File: config.mk
export PLATFORM = sky130hd
export DESIGN_NAME = spcs_serial_port_ctrl
export DESIGN_NICKNAME = d
export VERILOG_FILES = /design/src/rtl/spcs_pkg.sv /design/src/rtl/spcs_serial_port_ctrl.sv
export SDC_FILE = /design/constraint.sdc
export NUM_CORES = 1
export LEC_CHECK = 0
export ABC_AREA = 1
export BUFFER_PORTS_ARGS = -buffer_cell sky130_fd_sc_hd__buf_2
export CELL_PAD_IN_SITES_DETAIL_PLACEMENT = 2
export CELL_PAD_IN_SITES_GLOBAL_PLACEMENT = 2
export CORE_UTILIZATION = 28
export DETAILED_ROUTE_END_ITERATION = 12
export PLACE_DENSITY = 0.76
export RECOVER_POWER = 50
export SYNTH_ARGS = -nofsm -noshare
export SYNTH_HDL_FRONTEND = slang
export SYNTH_SLANG_ARGS = --single-unit
File: constraint.sdc
create_clock -name mclk -period 2.4 [get_ports mclk]
set_clock_uncertainty 0.15 [all_clocks]
set_input_delay 0.24 -clock mclk [delete_from_list [all_inputs] [get_ports mclk]]
set_output_delay 0.24 -clock mclk [all_outputs]
set_load 0.02 [all_outputs]
File: src/rtl/spcs_pkg.sv
// Register map, field positions, reset values and rate constants of the serial port.
package spcs_pkg;

  // ************************************************************
  // Register byte addresses
  // ************************************************************
  localparam logic [7:0] ADDR_STATUS_CTRL_A = 8'h00;
  localparam logic [7:0] ADDR_CTRL_B        = 8'h04;
  localparam logic [7:0] ADDR_CTRL_C        = 8'h08;
  localparam logic [7:0] ADDR_BAUD_LOW      = 8'h0c;
  localparam logic [7:0] ADDR_BAUD_HIGH     = 8'h10;
  localparam logic [7:0] ADDR_DATA          = 8'h14;

  // ************************************************************
  // Field positions
  // ************************************************************
  localparam int BIT_RX_DONE   = 7;
  localparam int BIT_TX_DONE   = 6;
  localparam int BIT_TX_EMPTY  = 5;
  localparam int BIT_FRAME_ERR = 4;
  localparam int BIT_OVERRUN   = 3;
  localparam int BIT_PARITY    = 2;
  localparam int BIT_DBL_SPEED = 1;
  localparam int BIT_MULTIPROC = 0;
  localparam int BIT_RX_ON     = 4;
  localparam int BIT_TX_ON     = 3;
  localparam int BIT_SIZE_HI   = 2;
  localparam int BIT_RX_NINTH  = 1;
  localparam int BIT_TX_NINTH  = 0;
  localparam int BIT_SYNC_SEL  = 6;
  localparam int BIT_STOP_SEL  = 3;
  localparam int BIT_SCLK_POL  = 0;
  localparam int BAUD_HIGH_W   = 4;

  // ************************************************************
  // Reset values
  // ************************************************************
  localparam logic [7:0] RST_CTRL_B    = 8'h00;
  localparam logic [7:0] RST_CTRL_C    = 8'h06;
  localparam logic [7:0] RST_BAUD_LOW  = 8'h00;
  localparam logic [3:0] RST_BAUD_HIGH = 4'h0;

  // ************************************************************
  // Character sizes and rate divisors
  // ************************************************************
  localparam logic [2:0] SIZE_NINE  = 3'h7;
  localparam logic [3:0] OVS_NORMAL = 4'hf;
  localparam logic [3:0] OVS_DOUBLE = 4'h7;
  localparam logic [3:0] OVS_SYNC   = 4'h1;

endpackage

File: src/rtl/spcs_serial_port_ctrl.sv
// Control, status, baud generator and receive FIFO of the serial port, on APB.
//
// Behaviour
// - receive done high while FIFO holds characters
// - transmit done sets after frame, buffer empty
// - buffer empty one when buffer free, reset
// - framing error reports oldest character stop bit
// - overrun on full FIFO, waiting char, start
// - parity error stored per buffered character
// - double speed divides by eight, async only
// - filter drops non-address frames at receiver
// - interrupt needs enable, global enable, flag
// - receiver enable owns pin; clear flushes
// - transmitter release waits for empty path
// - mode select: async zero, sync one
// - parity field: off, reserved, even, odd
// - stop select gives one or two stops
// - three-bit character size, both directions
// - clock polarity picks change and sample edges
// - twelve-bit divisor; low write reloads prescaler
// - two-entry receive FIFO; flags follow oldest
// - data write ignored unless buffer empty
// - frame type from stop or ninth bit
`timescale 1ns/1ps

module spcs_serial_port_ctrl
  import spcs_pkg::*;
#(
  parameter int BAUD_W = 12
) (
  input  wire logic        mclk,
  input  wire logic        rst_n,
  input  wire logic        psel,
  input  wire logic        penable,
  input  wire logic        pwrite,
  input  wire logic [7:0]  paddr,
  input  wire logic [31:0] pwdata,
  output logic      [31:0] prdata,
  output logic             pready,
  output logic             pslverr,
  input  wire logic        global_irq_en,
  input  wire logic        tx_done_irq_ack,
  output logic             rx_done_irq,
  output logic             tx_done_irq,
  output logic             tx_empty_irq,
  output logic             sample_tick,
  output logic             bit_tick,
  output logic             rxd_owned,
  output logic             txd_owned,
  output logic             sync_select,
  output logic             tx_change_rise,
  output logic             two_stop_bits,
  output logic [2:0]       char_size,
  input  wire logic        tx_shift_busy,
  input  wire logic        tx_frame_done,
  output logic             tx_load,
  output logic [8:0]       tx_load_data,
  output logic             tx_load_parity_en,
  output logic             tx_load_parity,
  input  wire logic        rx_start_seen,
  input  wire logic        rx_frame_valid,
  input  wire logic [8:0]  rx_frame_data,
  input  wire logic        rx_frame_parity,
  input  wire logic        rx_frame_stop
);

  // ************************************************************
  // Elaboration check and helpers
  // ************************************************************
  if (BAUD_W != 8 + BAUD_HIGH_W) begin : g_chk
    $error("BAUD_W must equal the low and high divisor widths");
  end

  function automatic logic [8:0] size_mask(input logic [2:0] sz);
    logic [8:0] m;
    m = 9'h0ff;
    case (sz)
      3'h0: m = 9'h01f;
      3'h1: m = 9'h03f;
      3'h2: m = 9'h07f;
      SIZE_NINE: m = 9'h1ff;
      default: m = 9'h0ff;
    endcase
    return m;
  endfunction

  // ************************************************************
  // Registers
  // ************************************************************
  logic [7:0]        ctrl_b_q, ctrl_b_d;
  logic [7:0]        ctrl_c_q, ctrl_c_d;
  logic              dbl_q, dbl_d, mpf_q, mpf_d;
  logic [7:0]        baud_lo_q, baud_lo_d;
  logic [3:0]        baud_hi_q, baud_hi_d;
  logic [BAUD_W-1:0] presc_q, presc_d;
  logic [3:0]        ovs_q, ovs_d;
  logic              bit_tick_q, bit_tick_d, samp_q, samp_d;
  logic [8:0]        fifo_q [2], fifo_d [2];
  logic [1:0]        fe_q, fe_d, pe_q, pe_d;
  logic [1:0]        cnt_q, cnt_d;
  logic [8:0]        pend_q, pend_d;
  logic              pend_fe_q, pend_fe_d, pend_pe_q, pend_pe_d;
  logic              pend_v_q, pend_v_d, ovr_q, ovr_d;
  logic [8:0]        txbuf_q, txbuf_d;
  logic              txbuf_v_q, txbuf_v_d, txc_q, txc_d;
  logic              load_q, load_d, load_par_q, load_par_d, owned_q, owned_d;
  logic [8:0]        load_data_q, load_data_d;
  logic [31:0]       rdata_q, rdata_d;

  logic       setup, access, wr, rd, mapped;
  logic       rx_on, tx_on, par_en, par_calc, frame_type, accept;
  logic [8:0] rx_char;
  logic [7:0] stat_a;

  assign setup  = psel & ~penable;
  assign access = psel & penable;
  assign wr     = access & pwrite;
  assign rd     = access & ~pwrite;
  assign mapped = (paddr == ADDR_STATUS_CTRL_A) || (paddr == ADDR_CTRL_B) ||
                  (paddr == ADDR_CTRL_C) || (paddr == ADDR_BAUD_LOW) ||
                  (paddr == ADDR_BAUD_HIGH) || (paddr == ADDR_DATA);
  assign pready  = penable;
  assign pslverr = access & ~mapped;
  assign prdata  = rdata_q;

  assign rx_on     = ctrl_b_q[BIT_RX_ON];
  assign tx_on     = ctrl_b_q[BIT_TX_ON];
  assign char_size = {ctrl_b_q[BIT_SIZE_HI], ctrl_c_q[2:1]};
  assign par_en    = ctrl_c_q[5];
  assign sync_select   = ctrl_c_q[BIT_SYNC_SEL];
  assign two_stop_bits = ctrl_c_q[BIT_STOP_SEL];
  // Polarity zero shifts data out on the rising edge and samples on the falling one.
  assign tx_change_rise = ~ctrl_c_q[BIT_SCLK_POL];

  assign stat_a = {cnt_q != 2'h0, txc_q, ~txbuf_v_q, fe_q[0] & (cnt_q != 2'h0),
                   ovr_q, pe_q[0] & (cnt_q != 2'h0), dbl_q, mpf_q};

  // ************************************************************
  // Register file and bus slave
  // ************************************************************
  always_comb begin
    ctrl_b_d  = ctrl_b_q;
    ctrl_c_d  = ctrl_c_q;
    dbl_d     = dbl_q;
    mpf_d     = mpf_q;
    baud_lo_d = baud_lo_q;
    baud_hi_d = baud_hi_q;
    rdata_d   = rdata_q;
    if (setup && !pwrite) begin
      rdata_d = 32'h0;
      if (paddr == ADDR_STATUS_CTRL_A) begin
        rdata_d[7:0] = stat_a;
      end else if (paddr == ADDR_CTRL_B) begin
        rdata_d[7:0] = ctrl_b_q;
        rdata_d[BIT_RX_NINTH] = fifo_q[0][8];
      end else if (paddr == ADDR_CTRL_C) begin
        rdata_d[6:0] = ctrl_c_q[6:0];
      end else if (paddr == ADDR_BAUD_LOW) begin
        rdata_d[7:0] = baud_lo_q;
      end else if (paddr == ADDR_BAUD_HIGH) begin
        rdata_d[3:0] = baud_hi_q;
      end else if (paddr == ADDR_DATA) begin
        rdata_d[7:0] = fifo_q[0][7:0];
      end
    end
    if (wr) begin
      if (paddr == ADDR_STATUS_CTRL_A) begin
        dbl_d = pwdata[BIT_DBL_SPEED];
        mpf_d = pwdata[BIT_MULTIPROC];
      end else if (paddr == ADDR_CTRL_B) begin
        ctrl_b_d = pwdata[7:0];
        ctrl_b_d[BIT_RX_NINTH] = 1'b0;
      end else if (paddr == ADDR_CTRL_C) begin
        ctrl_c_d = {1'b0, pwdata[6:0]};
      end else if (paddr == ADDR_BAUD_LOW) begin
        baud_lo_d = pwdata[7:0];
      end else if (paddr == ADDR_BAUD_HIGH) begin
        baud_hi_d = pwdata[3:0];
      end
    end
  end

  always_ff @(posedge mclk or negedge rst_n) begin
    if (!rst_n) begin
      ctrl_b_q  <= RST_CTRL_B;
      ctrl_c_q  <= RST_CTRL_C;
      dbl_q     <= 1'b0;
      mpf_q     <= 1'b0;
      baud_lo_q <= RST_BAUD_LOW;
      baud_hi_q <= RST_BAUD_HIGH;
      rdata_q   <= 32'h0;
    end else begin
      ctrl_b_q  <= ctrl_b_d;
      ctrl_c_q  <= ctrl_c_d;
      dbl_q     <= dbl_d;
      mpf_q     <= mpf_d;
      baud_lo_q <= baud_lo_d;
      baud_hi_q <= baud_hi_d;
      rdata_q   <= rdata_d;
    end
  end

  // ************************************************************
  // Baud generator
  // ************************************************************
  // Changing the divisor mid-frame shifts every later edge; software keeps it for idle links.
  always_comb begin
    logic [3:0] lim;
    lim        = sync_select ? OVS_SYNC : (dbl_q ? OVS_DOUBLE : OVS_NORMAL);
    presc_d    = presc_q - 1'b1;
    ovs_d      = ovs_q;
    samp_d     = 1'b0;
    bit_tick_d = 1'b0;
    if (presc_q == '0) begin
      presc_d = {baud_hi_q, baud_lo_q};
      samp_d  = 1'b1;
      ovs_d   = ovs_q + 1'b1;
      if (ovs_q >= lim) begin
        ovs_d      = 4'h0;
        bit_tick_d = 1'b1;
      end
    end
    if (wr && paddr == ADDR_BAUD_LOW) begin
      presc_d = {baud_hi_q, pwdata[7:0]};
      ovs_d   = 4'h0;
    end
  end

  always_ff @(posedge mclk or negedge rst_n) begin
    if (!rst_n) begin
      presc_q    <= '0;
      ovs_q      <= 4'h0;
      samp_q     <= 1'b0;
      bit_tick_q <= 1'b0;
    end else begin
      presc_q    <= presc_d;
      ovs_q      <= ovs_d;
      samp_q     <= samp_d;
      bit_tick_q <= bit_tick_d;
    end
  end

  assign sample_tick = samp_q;
  assign bit_tick    = bit_tick_q;

  // ************************************************************
  // Receive FIFO and error flags
  // ************************************************************
  assign rx_char    = rx_frame_data & size_mask(char_size);
  assign frame_type = (char_size == SIZE_NINE) ? rx_frame_data[8] : rx_frame_stop;
  assign accept     = rx_frame_valid & rx_on & ~(mpf_q & ~frame_type);
  assign par_calc   = ^rx_char ^ ctrl_c_q[4];

  always_comb begin
    logic pop;
    pop        = rd && (paddr == ADDR_DATA) && (cnt_q != 2'h0);
    fifo_d     = fifo_q;
    fe_d       = fe_q;
    pe_d       = pe_q;
    cnt_d      = cnt_q;
    pend_d     = pend_q;
    pend_fe_d  = pend_fe_q;
    pend_pe_d  = pend_pe_q;
    pend_v_d   = pend_v_q;
    ovr_d      = ovr_q;
    if (pop) begin
      fifo_d[0] = fifo_q[1];
      fe_d[0]   = fe_q[1];
      pe_d[0]   = pe_q[1];
      cnt_d     = cnt_q - 2'h1;
      ovr_d     = 1'b0;
      if (pend_v_q) begin
        fifo_d[cnt_d[0]] = pend_q;
        fe_d[cnt_d[0]]   = pend_fe_q;
        pe_d[cnt_d[0]]   = pend_pe_q;
        cnt_d            = cnt_d + 2'h1;
        pend_v_d         = 1'b0;
      end
    end
    if (accept) begin
      if (cnt_d != 2'h2) begin
        fifo_d[cnt_d[0]] = rx_char;
        fe_d[cnt_d[0]]   = ~rx_frame_stop;
        pe_d[cnt_d[0]]   = par_en & (par_calc != rx_frame_parity);
        cnt_d            = cnt_d + 2'h1;
      end else begin
        pend_d    = rx_char;
        pend_fe_d = ~rx_frame_stop;
        pend_pe_d = par_en & (par_calc != rx_frame_parity);
        pend_v_d  = 1'b1;
      end
    end
    // A start bit in the cycle of the read still marks the overrun.
    if (rx_on && rx_start_seen && cnt_q == 2'h2 && pend_v_q) begin
      ovr_d = 1'b1;
    end
    if (!rx_on) begin
      cnt_d    = 2'h0;
      pend_v_d = 1'b0;
      ovr_d    = 1'b0;
      fe_d     = 2'h0;
      pe_d     = 2'h0;
    end
  end

  always_ff @(posedge mclk or negedge rst_n) begin
    if (!rst_n) begin
      fifo_q    <= '{default: 9'h0};
      fe_q      <= 2'h0;
      pe_q      <= 2'h0;
      cnt_q     <= 2'h0;
      pend_q    <= 9'h0;
      pend_fe_q <= 1'b0;
      pend_pe_q <= 1'b0;
      pend_v_q  <= 1'b0;
      ovr_q     <= 1'b0;
    end else begin
      fifo_q    <= fifo_d;
      fe_q      <= fe_d;
      pe_q      <= pe_d;
      cnt_q     <= cnt_d;
      pend_q    <= pend_d;
      pend_fe_q <= pend_fe_d;
      pend_pe_q <= pend_pe_d;
      pend_v_q  <= pend_v_d;
      ovr_q     <= ovr_d;
    end
  end

  assign rxd_owned = rx_on;

  // ************************************************************
  // Transmit buffer and pin ownership
  // ************************************************************
  always_comb begin
    logic [8:0] masked;
    masked      = txbuf_q & size_mask(char_size);
    txbuf_d     = txbuf_q;
    txbuf_v_d   = txbuf_v_q;
    txc_d       = txc_q;
    load_d      = 1'b0;
    load_data_d = load_data_q;
    load_par_d  = load_par_q;
    owned_d     = owned_q;
    if ((tx_on || owned_q) && txbuf_v_q && !tx_shift_busy && !load_q) begin
      load_d      = 1'b1;
      load_data_d = masked;
      load_par_d  = ^masked ^ ctrl_c_q[4];
      txbuf_v_d   = 1'b0;
    end
    if (wr && paddr == ADDR_DATA && !txbuf_v_q) begin
      txbuf_d   = {ctrl_b_q[BIT_TX_NINTH], pwdata[7:0]};
      txbuf_v_d = 1'b1;
    end
    if (tx_done_irq_ack || (wr && paddr == ADDR_STATUS_CTRL_A && pwdata[BIT_TX_DONE])) begin
      txc_d = 1'b0;
    end
    if (tx_frame_done && !txbuf_v_q && !load_q) begin
      txc_d = 1'b1;
    end
    if (tx_on) begin
      owned_d = 1'b1;
    end else if (!tx_shift_busy && !txbuf_v_q && !load_q) begin
      owned_d = 1'b0;
    end
  end

  always_ff @(posedge mclk or negedge rst_n) begin
    if (!rst_n) begin
      txbuf_q     <= 9'h0;
      txbuf_v_q   <= 1'b0;
      txc_q       <= 1'b0;
      load_q      <= 1'b0;
      load_data_q <= 9'h0;
      load_par_q  <= 1'b0;
      owned_q     <= 1'b0;
    end else begin
      txbuf_q     <= txbuf_d;
      txbuf_v_q   <= txbuf_v_d;
      txc_q       <= txc_d;
      load_q      <= load_d;
      load_data_q <= load_data_d;
      load_par_q  <= load_par_d;
      owned_q     <= owned_d;
    end
  end

  assign tx_load           = load_q;
  assign tx_load_data      = load_data_q;
  assign tx_load_parity    = load_par_q;
  assign tx_load_parity_en = par_en;
  assign txd_owned         = owned_q;

  // ************************************************************
  // Interrupt requests
  // ************************************************************
  assign rx_done_irq  = global_irq_en & ctrl_b_q[7] & stat_a[BIT_RX_DONE];
  assign tx_done_irq  = global_irq_en & ctrl_b_q[6] & txc_q;
  assign tx_empty_irq = global_irq_en & ctrl_b_q[5] & ~txbuf_v_q;

  // Cycles since the last bit tick; any register write voids the measurement.
  logic [3:0] gap_q, gap_d;
  logic       gap_ok_q, gap_ok_d;

  always_comb begin
    gap_d    = bit_tick_q ? 4'h0 : gap_q + 4'h1;
    gap_ok_d = gap_ok_q;
    if (bit_tick_q) begin
      gap_ok_d = 1'b1;
    end
    if (wr || gap_q == 4'hf) begin
      gap_ok_d = 1'b0;
    end
  end

  always_ff @(posedge mclk or negedge rst_n) begin
    if (!rst_n) begin
      gap_q    <= 4'h0;
      gap_ok_q <= 1'b0;
    end else begin
      gap_q    <= gap_d;
      gap_ok_q <= gap_ok_d;
    end
  end
endmodule

### Word level (Yosys, flattened, before mapping)

Index checks and enable logic that the tools add are counted.

* add/sub/neg operators: 5
* magnitude comparators: 9
* equal/unequal tests: 12
* mux-type cells: 67
* bitwise gates (word level): 36
* reduce and logical (&&, ||, !) cells: 49

Operators with widths (number)
* $mux W18: 4
* $bwmux W18: 2
* $pmux W9 S4: 1
* $mux W8: 4
* $mux W2: 15
* $mux W4: 7
* $mux W12: 2
* $logic_and A1 B1 Y1: 22
* $mux W1: 21
* $and A9 B9 Y9: 2
* $demux W9 S1: 2
* $mux W9: 2
* $reduce_xor A9 Y1: 2
* $and A1 B1 Y1: 17
* $eq A8 B4 Y1 const B: 2
* $eq A8 B5 Y1 const B: 2
* $not A1 Y1: 13
* $logic_not A12 Y1: 1
* $sub A12 B1 Y12 const B: 1
* $reduce_bool A2 Y1: 5
* $bwmux W2: 4
* $eq A8 B3 Y1 const B: 1
* $logic_not A8 Y1: 1
* $logic_or A1 B1 Y1: 7
* other kinds (26): 38

* bits in registers: 114
* input bits: 62
* output and inout bits: 59
* word-level logic and storage cells: 206

### Depth between registers and ports, before layout

Gate-level depths: netlist of the first run.

* depth after elaboration: 13
* mapped depth: 17

### Worst setup path after synthesis of the first run

OpenSTA, ideal clock, no wires.

* path kind: register to register
* start point: register cnt_q[0]
* end point: register fifo_q[6] (netlist bit)
* library setup time: 131 ps
* arrival time: 1986 ps
* data required time: 2119 ps
* path slack: 133 ps
* cell stages (with the launch flop): 13
* buffers on the path: 1
* period minus slack after synthesis: 2267 ps
* path through: dfrtp_1 -> inv_1 -> ha_1 -> nor3_2 -> nand2_4 -> inv_2 -> o21ai_0 -> ha_1 -> nor2_1 -> nand3_1 -> buf_2 -> nand2_1 -> o21ai_2

RTL lines
* start: declaration: RTL line spcs_serial_port_ctrl.sv:100 `logic [1:0] cnt_q, cnt_d;`
* start signal: assignment: RTL line spcs_serial_port_ctrl.sv:321 `cnt_q <= cnt_d;`
* end signal: assignment: RTL line spcs_serial_port_ctrl.sv:318 `fifo_q <= fifo_d;`
* end: declaration: RTL line spcs_serial_port_ctrl.sv:98 `logic [8:0] fifo_q [2], fifo_d [2];`

==> run summary, run 1 <==
The flow ran to the end, and the final reports show no timing, DRC or antenna violations. The sequential share of power is 0.380. The actual slew at the worst max-slew pin is between 900 and 1000 ps.

The busiest metal layer after global routing is met2. The path type of the worst setup path is reg -> reg. The cell at the root of the clock tree is sky130_fd_sc_hd__clkbuf_16. The CTS clock-pin slew for the worst setup and hold paths came out at 60 ps. The die width is around 150 um.

The maximum ir drop on the vdd rail is around 0.46 mV. The slowest cell on the critical path is sky130_fd_sc_hd__dfstp_2. The required time at the endpoint of the critical path is 2550 ps. The peak clock frequency supported by timing is 0.4447 GHz. The proportion of synthesized chip area in sequential cells came out at 0.4579. The placement-stage cell area came out at roughly 0.007 sq mm. In the finished design, the share of the clock period the worst path needs comes to 0.9370. The detailed router finished its first iteration with 194 violations.

The post-route minimum period came out at 2249 ps. The count of different cell masters after synthesis is 45. The clock latency on the worst-skew pair came out at ~440 ps.

For this block, the routed nets add up to around 23000 um of wire. The largest stage delay on the critical path is between 600 and 700 ps. The leakage dissipation came out at between 0.003 and 0.004 uW. The fraction of registers with async set or reset after synthesis is 1.000.

The type of origin of the critical path is a flop. The effective utilization at floorplan came out at 0.2857. The via count came out at between 5000 and 6000. The floorplan has 54 rows.

In this run the most critical hold path is launched from rx_frame_data[8]. The area share of the largest cell type after synthesis came out at 0.4494. The power share of the combinational group is 0.145. The number of remaining DRC errors is 0.

The number of ports placed on the die boundary is approximately 120. The number of enable flip-flop cells after synthesis is 0. The first-pass iteration count of the detailed router came out at 5.

The number of global-route vias before repair came out at around 6400. For this design the ratio of total power to cell area is roughly 760 mW/mm^2. The count of endpoints failing hold in the final timing report is 0.

The area added between synthesis and finish came out at 24.48%. The worst register-to-register path begins at ctrl_c_q[2]$_DFFE_PN1P_. TritonCTS built the clock tree. Entering global routing, the biggest net connects 44 pins.

The worst setup path is captured at a flop. Of the total power, the clock network draws 0.474. The wire length of the first global-routing pass came out at around 35000 um. Of the total power, the share spent switching nets is 0.2917.

The worst hold path belongs to the class in -> reg. The detail route stage leaves a number of antenna-violating nets equal to 0. The total of fill cells in the finished design came out at 2527. The routed length per placed instance is between 15 and 20 um. The leading cell type in the layout, fill and taps excluded is sky130_fd_sc_hd__nand2_1.

After synthesis, the cell types taking the most area are sky130_fd_sc_hd__dfrtp_1, sky130_fd_sc_hd__nand2_1, sky130_fd_sc_hd__o21ai_0. The number of antenna violations at the first check in global routing is 0. The final count of pins violating max slew came out at 0. After the last flow step, the layout net total stands at between 900 and 1000. The maximum buffer depth of the clock tree came out at 2. The total inserted antenna cells came out at 0. The total core area came out at between 0.02 and 0.025 sq mm. The share of cells above drive strength 1 came out at 0.1688. The cell-internal power came out at ~4200 uW. For met2 alone, demand over resource in global routing was 0.3820. For met1 alone, demand over resource in global routing was 0.2468. The number of max-capacitance violations reported is 0. The arrival time reported for the critical path endpoint came out at 2400 ps.

The setup violation total in the final timing report came out at 0. Among all flip-flop cells after synthesis, the most frequent one is sky130_fd_sc_hd__dfrtp_1. Synthesis inferred around 110 register bits. During synthesis, Yosys emitted a total of 0 warnings. The netlist area before placement is ~0.0062 sq mm. The critical path starts at ctrl_c_q[2]$_DFFE_PN1P_.

Walking the worst path, the cells encountered are nand4_2 -> nand3_1 -> nand2_1 -> nor2_2 -> nand3_2 -> buf_12 -> nor2_1 -> a31oi_1. The cell type contributing the most total cell area after synthesis is sky130_fd_sc_hd__dfrtp_1. In the global route stage, overall resource usage came out at 0.2100. The overall die area came out at ~0.023 sq mm.

The top cell types in the final layout, fill and taps aside, are sky130_fd_sc_hd__nand2_1, sky130_fd_sc_hd__dfrtp_1, sky130_fd_sc_hd__o21ai_0. Buffers placed on the I/O ports in this run total 72. The placed wire-length estimate after detailed placement came out at 16030 um. The worst slew slack as a fraction of its limit came out at 0.3773. In the global route stage, met3 resource usage came out at 0.03554. The height of the chip came out at between 150 and 200 um.

The final-layout setup total negative slack is 0 ps. The maximum level of the CTS H-tree came out at 4. The routability-driven placement congestion ratio came out at 0.7754.

The synthesized area per cell came out at around 7.7 sq um. The finished layout cell area is between 0.007 and 0.008 sq mm. The total CTS buffers is 17. The via density per instance came out at 4.831. Synthesis handed over a netlist of between 800 and 900 instances. The clock net in this run drives a total of roughly 110 sinks. The global route total overflow came out at 0. The critical-path maximum fanout is 11. The net switching power is 1726 uW.
==> cell usage after synthesis, types with 3 or more instances <==
| cell type | count |
|---|---|
| sky130_fd_sc_hd__nand3b_1 | 4 |
| sky130_fd_sc_hd__xor2_1 | 8 |
| sky130_fd_sc_hd__o211ai_1 | 6 |
| sky130_fd_sc_hd__xnor2_1 | 4 |
| sky130_fd_sc_hd__buf_4 | 30 |
| sky130_fd_sc_hd__inv_1 | 81 |
| sky130_fd_sc_hd__buf_2 | 8 |
| sky130_fd_sc_hd__nand3_1 | 37 |
| sky130_fd_sc_hd__a21oi_1 | 17 |
| sky130_fd_sc_hd__o21ai_0 | 100 |
| sky130_fd_sc_hd__o21ai_1 | 3 |
| sky130_fd_sc_hd__nand2_1 | 248 |
| sky130_fd_sc_hd__ha_1 | 9 |
| sky130_fd_sc_hd__nand4_1 | 7 |
| sky130_fd_sc_hd__inv_2 | 4 |
| sky130_fd_sc_hd__dfrtp_1 | 112 |
| sky130_fd_sc_hd__nor3_1 | 4 |
| sky130_fd_sc_hd__clkbuf_1 | 9 |
| sky130_fd_sc_hd__o21ai_2 | 4 |
| sky130_fd_sc_hd__mux2_2 | 7 |
| sky130_fd_sc_hd__nor3_2 | 3 |
| sky130_fd_sc_hd__a31oi_1 | 7 |
| sky130_fd_sc_hd__nor2_1 | 64 |
| sky130_fd_sc_hd__nor4_1 | 3 |
==> metal layers <==
layer / part of all wire / wire [um]
met5: 0 / 0
met3: 0.034 / 783
met1: 0.43 / 9805
met2: 0.52 / 11760
met4: 0.017 / 380
==> critical path: cells and delay by family, from the launching register on <==
kind | cells | cell delay [ps]
compound gates | 1 | 70
buf+inv | 1 | 190
flops | 1 | 640
simple gates | 6 | 1060
==> layout make-up <==
type	count	area [sq um]	area share
sequential	114	2856	0.3680
multi-input combinational	581	2851	0.3673
timing repair buffer	118	748.2	0.09639
clock buffer	19	452.9	0.05835
tap	280	350.3	0.04513
inverter	85	319.1	0.04110
clock inverter	13	183.9	0.02369
==> state kept, by name (all words and copies together), names as in the netlist, 2 cells and up <==
| name | cells |
|---|---|
| baud_hi_q | 4 |
| baud_lo_q | 8 |
| cnt_q | 2 |
| ctrl_b_q | 7 |
| ctrl_c_q | 7 |
| fe_q | 2 |
| fifo_q | 18 |
| ovs_q | 4 |
| pe_q | 2 |
| pend_q | 9 |
| prdata | 8 |
| presc_q | 12 |
| tx_load_data | 9 |
| txbuf_q | 9 |
==> path summary, 6_finish.rpt <==
check / endpoint / slack (ps) / depth (start not counted)
min in group asynchronous: fifo_q[3]$_DFF_PN0_ / 320 / 2
hold / removal: fifo_q[8]$_DFF_PN0_ / 60 / 3
setup / recovery: fifo_q[5]$_DFF_PN0_ / 150 / 8
hold reg to reg: tx_load_data[0]$_DFFE_PN0P_ / 330 / 2
max in group asynchronous: ctrl_b_q[2]$_DFFE_PN0P_ / 520 / 3
setup reg to reg: fifo_q[5]$_DFF_PN0_ / 150 / 8
==> per-stage QoR <==
step           cells  hold WS (ps)  power [uW]    util  setup slack (ps)
3_3_place_gp    1163         91.70        3061  0.3198             115.8
5_1_grt         1210         82.49        6178  0.3557            -13.81
6_report        1210         59.70        5917  0.3557             151.2
3_5_place_dp    1163         84.80        3109  0.3198             5.737
2_1_floorplan    830        -205.6        2816       -             132.8
4_1_cts         1209         52.50        5987  0.3554             5.679
==> power by group through the flow <==
stage | clock (uW) | combinational [uW] | sequential (uW)
2_1_floorplan | 0 | 554 | 2260
3_3_place_gp | 0 | 794 | 2270
3_5_place_dp | 0 | 829 | 2280
4_1_cts | 2860 | 874 | 2250
5_1_grt | 2910 | 988 | 2280
6_report | 2810 | 859 | 2250
==> timing repair <==
action                     in CTS  in global routing
hold endpoints to repair       43                  0
buffers inserted                0                  0
cloned                          0                  1
setup endpoints to repair       1                 33
hold buffers                   14                  0
pin swaps                       1                  3
gates resized for setup         1                 12
==> logic make-up after synthesis <==
logic type                 Yosys count  share of synthesized area
buffers and inverters              135                     0.1035
AOI/OAI and AO/OA                  149                     0.1314
xor gates and xnor gates            12                    0.01685
muxes                                8                    0.01425
DFF                                114                     0.4579
adders and majority gates            9                    0.01806
other                                1                  0.0006013
and+or+nand+nor                    379                     0.2574
Note: power is estimated with default switching activity, not from simulation.
==> inputs of run 2 (changes only) <==
--- a/config.mk
+++ b/config.mk
@@ -9,6 +9,7 @@
 export BUFFER_PORTS_ARGS = -buffer_cell sky130_fd_sc_hd__buf_2
 export CELL_PAD_IN_SITES_DETAIL_PLACEMENT = 2
 export CELL_PAD_IN_SITES_GLOBAL_PLACEMENT = 2
+export CORE_MARGIN = 2
 export CORE_UTILIZATION = 28
 export DETAILED_ROUTE_END_ITERATION = 12
 export PLACE_DENSITY = 0.76
==> run 2 against run 1 <==
Against the previous run:
- first-iteration DRC count rose by 12%
- largest cell class unchanged
- largest power group unchanged
- cell area fell by 1.0%
- critical endpoint is now fifo_q[15]$_DFF_PN0_
- core utilization fell by 0.37 points
- worst hold slack improved by 11 ps
==> run summary, run 2 (same netlist as run 1, synthesis figures left out) <==
The flow ran to the end, and the final reports show no timing, DRC or antenna violations. The wire length of the first global-routing pass came out at 34010 um (-3.3%). The overall die area is 0.02348 sq mm (+2.7%). The clock latency on the worst-skew pair came to 430 ps (about the same).

The routed wire length is 21140 um (-7.0%). The leakage dissipation was 0.003906 uW (-0.77%). The maximum buffer depth of the clock tree is 2 (unchanged).

The total core area came to 0.02182 sq mm (unchanged). The slowest stage of the critical path belongs to the cell sky130_fd_sc_hd__dfrtp_1. The number of cells on the worst hold path came out at 3 (unchanged).

The total number of placement rows is 54 (unchanged). In the final layout, the registers with the most flip-flops are fifo_q (18), presc_q (12). The total CTS buffers was 17 (unchanged). The critical-path maximum fanout is 8 (-3). The total buffers and inverters traversed by the critical path is 3 (+2). The worst setup path is captured at a flop. The worst hold path belongs to the class in -> reg. The effective utilization at floorplan came to 0.2857 (unchanged). The count of buffers inserted at the top-level ports is 72 (unchanged). The number of flip-flops in the largest register came to 18 (unchanged).

The period utilization is 0.9374 (about the same). The total inserted antenna cells came to 0 (unchanged). The count of cell instances traversed by the critical path came out at 12 (+4). The required time at the endpoint of the critical path is 2550 ps (about the same).

The post-layout net count was 988 (unchanged). The worst hold slack came to 71.17 ps (+11.47 ps). The maximum ir drop on the vdd rail is 0.4633 mV (+1.3%). Leaving out fill and tap cells, the most frequent cells in the layout are sky130_fd_sc_hd__nand2_1, sky130_fd_sc_hd__dfrtp_1, sky130_fd_sc_hd__o21ai_0. The library cell used most frequently in the layout, excluding fill and tap cells, is sky130_fd_sc_hd__nand2_1. The final count of pins violating max slew came out at 0 (unchanged).

From synthesis to final layout, the design area changed by 23.17%. The number of max-capacitance violations reported came to 0 (unchanged). The die width is 153.2 um (+1.3%). Ranked by flip-flop count, first place goes to fifo_q. The final antenna-violating net count is 0 (unchanged). The number of DRC violations after detailed-routing iteration 0 came out at 218 (+12%).

On the critical path the largest part of the delay comes from simple AND/OR/NAND/NOR gates. The count of buffers added by post-CTS timing repair for setup is 0 (unchanged). The global route total overflow came to 0 (unchanged). The height of the chip is 153.2 um (+1.3%). The via density per instance is 4.762 (-1.4%). The cell at the root of the clock tree is sky130_fd_sc_hd__clkbuf_16. The cell count after placement is 1164 (+0.086%). The maximum level of the CTS H-tree came to 4 (unchanged). The setup violation total in the final timing report is 0 (unchanged). The CTS clock-pin slew for the worst setup and hold paths is 60 ps (about the same). The placed wire-length estimate after detailed placement came out at 15850 um (-1.1%). The via count came to 5762 (-1.4%).

The total power of the final layout came to 5662 uW (-4.3%). The arrival time reported for the critical path endpoint came out at 2400 ps (about the same). The clock tree from TritonCTS is yes. The final-layout setup total negative slack was 0 ps (unchanged). The number of antenna violations at the first check in global routing came out at 0 (unchanged). The worst slew slack as a fraction of its limit came out at 0.3675 (-0.009817). The share of cells above drive strength 1 is 0.1677 (-0.001075). The largest stage delay on the critical path is 350 ps (-290 ps). The number of cells on the worst reg-to-reg path came to 12 (+4).

The total track usage is 0.1857 (-0.02431). The routability-driven placement congestion ratio came out at 0.7867 (+1.5%). The routed length per placed instance came to 17.47 um (-7.0%). The worst setup path is of the reg -> reg kind. The number of global-route vias before repair came to 6331 (-0.72%). Traced cell by cell, the critical path runs through inv_1 -> ha_1 -> nor3_2 -> nand2_4 -> inv_2 -> o21ai_2 -> ha_2 -> nor2_2 -> nand2_2 -> buf_4 -> nand2_1 -> o21ai_0. The actual slew at the worst max-slew pin is 948.8 ps (+14.72 ps).

The peak clock frequency supported by timing came to 0.4445 GHz (about the same). The pin count of the biggest net entering global routing came out at 56 (+27%). The CTS sink count is 114 (unchanged).

The power density normalized to cell area is 737.1 mW/mm^2 (-3.3%). The final non-filler cell total is 1210 (unchanged). The count of endpoints failing hold in the final timing report was 0 (unchanged). The number of ports placed on the die boundary came out at 121 (unchanged).

The number of remaining DRC errors was 0 (unchanged). The worst setup path is launched from a flop. The post-route minimum period is 2250 ps (+1.008 ps). The first-pass iteration count of the detailed router is 4 (-1).
run 2: cell types whose count changed in the layout (fill, tap and decap cells not counted), sizes merged:
cell,previous run,this run
bufinv,4,2
clkinv,6,5
clkbuf,41,37
buf,82,85
inv,85,89
run 2: timing repair:
action | CTS | global route
pin swaps | 0 | 2
setup endpoints to repair | 2 | 39
hold buffers | 14 | 0
gates resized for setup | 1 | 8
endpoints found under the hold margin | 48 | 0
run 2: metrics by stage:
step	setup slack [ps]	utilization	cell area, sq um
floorplan	132.8	-	6322
global placement	85.26	0.3196	6974
detailed placement	21.15	0.3196	6974
CTS	6.529	0.3533	7710
global route	-17.76	0.3520	7681
finish	150.2	0.3520	7681
run 2: worst paths after layout:
kind | startpoint | slack [ps] | end
max in group asynchronous | rst_n | 340 | bit_tick$_DFF_PN0_
setup reg to reg | cnt_q[1]$_DFF_PN0_ | 150 | fifo_q[15]$_DFF_PN0_
hold / removal | pwdata[4] | 70 | txbuf_q[4]$_DFFE_PN0P_
min in group asynchronous | rst_n | 330 | pend_q[3]$_DFFE_PN0P_
setup / recovery | cnt_q[1]$_DFF_PN0_ | 150 | fifo_q[15]$_DFF_PN0_
hold reg to reg | tx_load_data[8]$_DFFE_PN0P_ | 330 | tx_load_data[8]$_DFFE_PN0P_
run 2: where the power goes:
part	switching (uW)	internal [uW]	leakage (uW)	total, uW
clock	1000	1570	0.000284	2570
combinational	535	312	0.00211	847
sequential	156	2090	0.00151	2240
run 2: cell type report:
cell class	instances	area, sq um
Timing Repair Buffer	118	720.7
Inverter	85	319.1
Fill cell	2539	14140
Clock inverter	14	153.9
Tap cell	280	350.3
Multi-Input combinational cell	581	2843
Sequential cell	114	2855
Clock buffer	18	439.2
run 2: tightest hold or removal path, cell delays in order:
cell,delay [ps]
sky130_fd_sc_hd__buf_2,80
sky130_fd_sc_hd__inv_1,120
sky130_fd_sc_hd__o21ai_0,180
run 2: metal layers:
layer  wire (um)  vias up  GRT usage
met2       10600       83     0.3221
met5           0        -          0
met1        9743     2876     0.2405
met4         319        0    0.05644
met3         481       26    0.02552
li1            -     2777          -
==> inputs of run 3 (changes only) <==
--- a/config.mk
+++ b/config.mk
@@ -11,8 +11,9 @@
 export CELL_PAD_IN_SITES_GLOBAL_PLACEMENT = 2
 export CORE_MARGIN = 2
 export CORE_UTILIZATION = 28
+export CTS_CLUSTER_SIZE = 16
 export DETAILED_ROUTE_END_ITERATION = 12
-export PLACE_DENSITY = 0.76
+export PLACE_DENSITY = 0.73
 export RECOVER_POWER = 50
 export SYNTH_ARGS = -nofsm -noshare
 export SYNTH_HDL_FRONTEND = slang
==> constraint.sdc (replaced) <==
create_clock -name mclk -period 2.1 [get_ports mclk]
set_clock_uncertainty 0.15 [all_clocks]
set_input_delay 0.21 -clock mclk [delete_from_list [all_inputs] [get_ports mclk]]
set_output_delay 0.21 -clock mclk [all_outputs]
set_load 0.02 [all_outputs]
==> run 3 against run 2 <==
Against the previous run:
- the run now ends with hold timing, setup timing left
- power rose by 15%
- global-route usage is 1.1 points higher
- first-iteration DRC count grew 13%
- core utilization up 2.2 points
- register-to-register slack lost 200 ps
- setup slack worse by 200 ps
- via count is 3.1% higher
- fmax rose by 4.5%
- worst hold slack got worse by 78 ps
- critical path depth stayed put
- wire length increased by 7.0%
- highest routed layer unchanged
==> run summary, run 3 (same netlist as run 1, synthesis figures left out) <==
The run finished, with violations left. The maximum ir drop on the vdd rail is 0.5347 mV (+15%). The required time at the endpoint of the critical path is 2290 ps (-260 ps). The final reports fail on hold timing, setup timing.

Leaving out fill and tap cells, the most frequent cell in the layout is sky130_fd_sc_hd__nand2_1. met2 is the most crowded layer. The routability-driven placement congestion ratio came out at 0.8368 (+6.4%).

The routed wire length came out at 22630 um (+7.0%). The CTS clock-pin slew for the worst setup and hold paths came out at 60 ps (about the same). The largest registers in the layout are fifo_q (18), presc_q (12).

The switching part of the total was 0.3065 (+0.007095). The effective utilization at floorplan is 0.2857 (unchanged). The post-route minimum period came out at 2153 ps (-97.21 ps). The number of max-capacitance violations reported came to 0 (unchanged).

The critical-path maximum fanout is 7 (-1). The via count came out at 5943 (+3.1%). The global route total overflow came out at 0 (unchanged). The total CTS buffers is 17 (unchanged). The number of global-route vias before repair is 6539 (+3.3%). The final count of pins violating max slew was 0 (unchanged). The met3 layer usage reported by global route came out at 0.03771 (+0.01219). The worst setup path is launched from a flop. The actual slew at the worst max-slew pin came out at 1496 ps (+547.5 ps).

The total power of the final layout came out at 6531 uW (+15%). The number of flip-flops in the largest register came out at 18 (unchanged). The overall die area is 0.02348 sq mm (unchanged). The pin count of the biggest net entering global routing came out at 61 (+8.9%). The peak clock frequency supported by timing came to 0.4646 GHz (+4.5%). The number of remaining DRC errors is 0 (unchanged). The area added between synthesis and finish is 30.84%.

The number of antenna violations at the first check in global routing is 0 (unchanged). The clock latency on the worst-skew pair came out at 420 ps (about the same). The maximum level of the CTS H-tree came out at 4 (unchanged). The total track usage came to 0.1964 (+0.01071).

The leakage dissipation came out at 0.004139 uW (+5.9%). The via density per instance came out at 4.785 (+0.48%). The clock group share of total power was 0.449 (-0.005). The sequential share of power came to 0.394 (-0.002). The number of ports placed on the die boundary came out at 121 (unchanged). The placed wire-length estimate after detailed placement came out at 16180 um (+2.1%).

The total number of placement rows is 54 (unchanged). The final-layout setup total negative slack is -140.7 ps (-140.7 ps). The worst slew slack as a fraction of its limit is 0.002461 (-0.3650). The worst hold slack was -7.045 ps (-78.21 ps). TritonCTS built the clock tree.

The share of cells above drive strength 1 is 0.2349 (+0.06719). The wire length of the first global-routing pass came to 36140 um (+6.3%). The number of DRC violations after detailed-routing iteration 0 was 246 (+13%). The routed length per placed instance came to 18.22 um (+4.3%). The total of fill cells in the finished design came to 2522 (-0.67%). The number of cells on the worst hold path came out at 3 (unchanged). The final non-filler cell total came out at 1242 (+2.6%). The cell count after placement is 1182 (+1.5%). Setup repair after global routing could not meet its margin everywhere. The count of endpoints failing hold in the final timing report is 1 (+1). The post-layout net count came out at 1020 (+3.2%).

The power share of the combinational group is 0.157 (+0.007). fifo_q holds more flip-flops than any other register. The CTS sink count came out at 114 (unchanged).

The power density normalized to cell area came out at 800.5 mW/mm^2 (+8.6%). The number of cells on the worst reg-to-reg path is 12 (unchanged). The minimum setup slack in the final design is -52.58 ps (-202.8 ps).

The count of buffers inserted at the top-level ports is 72 (unchanged). The period utilization is 1.025 (+0.08763). The endpoint kind of the worst setup timing path is a flop. The routing usage on met1 is 0.2476 (+0.007114).

The arrival time reported for the critical path endpoint came to 2340 ps (-60 ps). The cell-internal power is 4529 uW (+14%). The final antenna-violating net count came out at 0 (unchanged). Leaving out fill and tap cells, the most frequent cells in the layout are sky130_fd_sc_hd__nand2_1, sky130_fd_sc_hd__dfrtp_1, sky130_fd_sc_hd__o21ai_0.

The net switching power is 2002 uW (+18%). The die width was 153.2 um (unchanged). The total inserted antenna cells is 0 (unchanged). The global routing met2 resource utilization is 0.3444 (+0.02232).

The maximum buffer depth of the clock tree came out at 2 (unchanged). The setup violation total in the final timing report came out at 5 (+5). The height of the chip is 153.2 um (unchanged). The worst hold path belongs to the class in -> reg.

The first-pass iteration count of the detailed router was 5 (+1). The total core area is 0.02182 sq mm (unchanged). The cell at the root of the clock tree is sky130_fd_sc_hd__clkbuf_16.

The critical path is of the reg -> reg type.
-- run 3: cell types whose count changed in the layout (fill, tap and decap cells not counted), sizes merged --
cell	change
buf	+39
clkbuf	-7
clkinv	-1
clkinvlp	-1
inv	+2
-- run 3: power by group through the flow --
stage | Clock (uW) | Combinational, uW | Sequential [uW]
floorplan | 0 | 634 | 2590
global placement | 0 | 931 | 2600
detailed placement | 0 | 987 | 2610
CTS | 3000 | 1040 | 2570
global route | 3090 | 1180 | 2600
finish | 2930 | 1030 | 2570
-- run 3: area by class of cell --
cell class                      count  area (sq um)  share of cell area
Timing Repair Buffer              150          1015              0.1244
Clock inverter                     14         151.4             0.01856
Multi-Input combinational cell    581          3032              0.3716
Inverter                           85         326.6             0.04002
Sequential cell                   114          2855              0.3499
Tap cell                          280         350.3             0.04294
Clock buffer                       18         429.2             0.05260
-- run 3: through the flow --
stage          instance area (sq um)  setup WS, ps  utilization
6_report                        8159        -52.58       0.3739
5_1_grt                         8159        -135.7       0.3739
3_5_place_dp                    7158        -165.5       0.3280
4_1_cts                         7928         10.80       0.3633
2_1_floorplan                   6381        -4.405            -
3_3_place_gp                    7158        -66.15       0.3280
-- run 3: final timing paths --
path / start / slack [ps] / endpoint
max in group asynchronous: rst_n / 240 / txbuf_q[5]$_DFFE_PN0P_
setup / recovery: cnt_q[1]$_DFF_PN0_ / -50 / fifo_q[5]$_DFF_PN0_
hold / removal: rx_frame_data[5] / -7 / pend_q[5]$_DFFE_PN0P_
min in group asynchronous: rst_n / 430 / ovr_q$_DFFE_PN0P_
setup reg to reg: cnt_q[1]$_DFF_PN0_ / -50 / fifo_q[5]$_DFF_PN0_
hold reg to reg: tx_load_data[8]$_DFFE_PN0P_ / 330 / tx_load_data[8]$_DFFE_PN0P_
-- run 3: critical path, cell delays in order (launching register included) --
cell and delay [ps]:
sky130_fd_sc_hd__dfrtp_1 380, sky130_fd_sc_hd__inv_2 70, sky130_fd_sc_hd__ha_4 190, sky130_fd_sc_hd__nor3_4 140, sky130_fd_sc_hd__nand2_4 80, sky130_fd_sc_hd__inv_6 80
sky130_fd_sc_hd__o21ai_4 70, sky130_fd_sc_hd__ha_4 180, sky130_fd_sc_hd__nor2_4 150, sky130_fd_sc_hd__nand3_4 120, sky130_fd_sc_hd__buf_8 170, sky130_fd_sc_hd__buf_12 140
sky130_fd_sc_hd__a31oi_4 140
-- run 3: layer usage --
metal,up-vias,part of all wire
li1,2842,-
met4,0,0.014
met3,21,0.030
met5,-,0
met1,2989,0.43
met2,91,0.52
-- run 3: timing repair --
item                                   in CTS  in global routing
endpoints found under the hold margin     137                  0
hold buffers                               14                  0
setup buffers                               1                 12
cloned                                      1                  0
resized for setup                          12                 49
setup endpoints to repair                  22                 48
pin swaps                                   2                 13
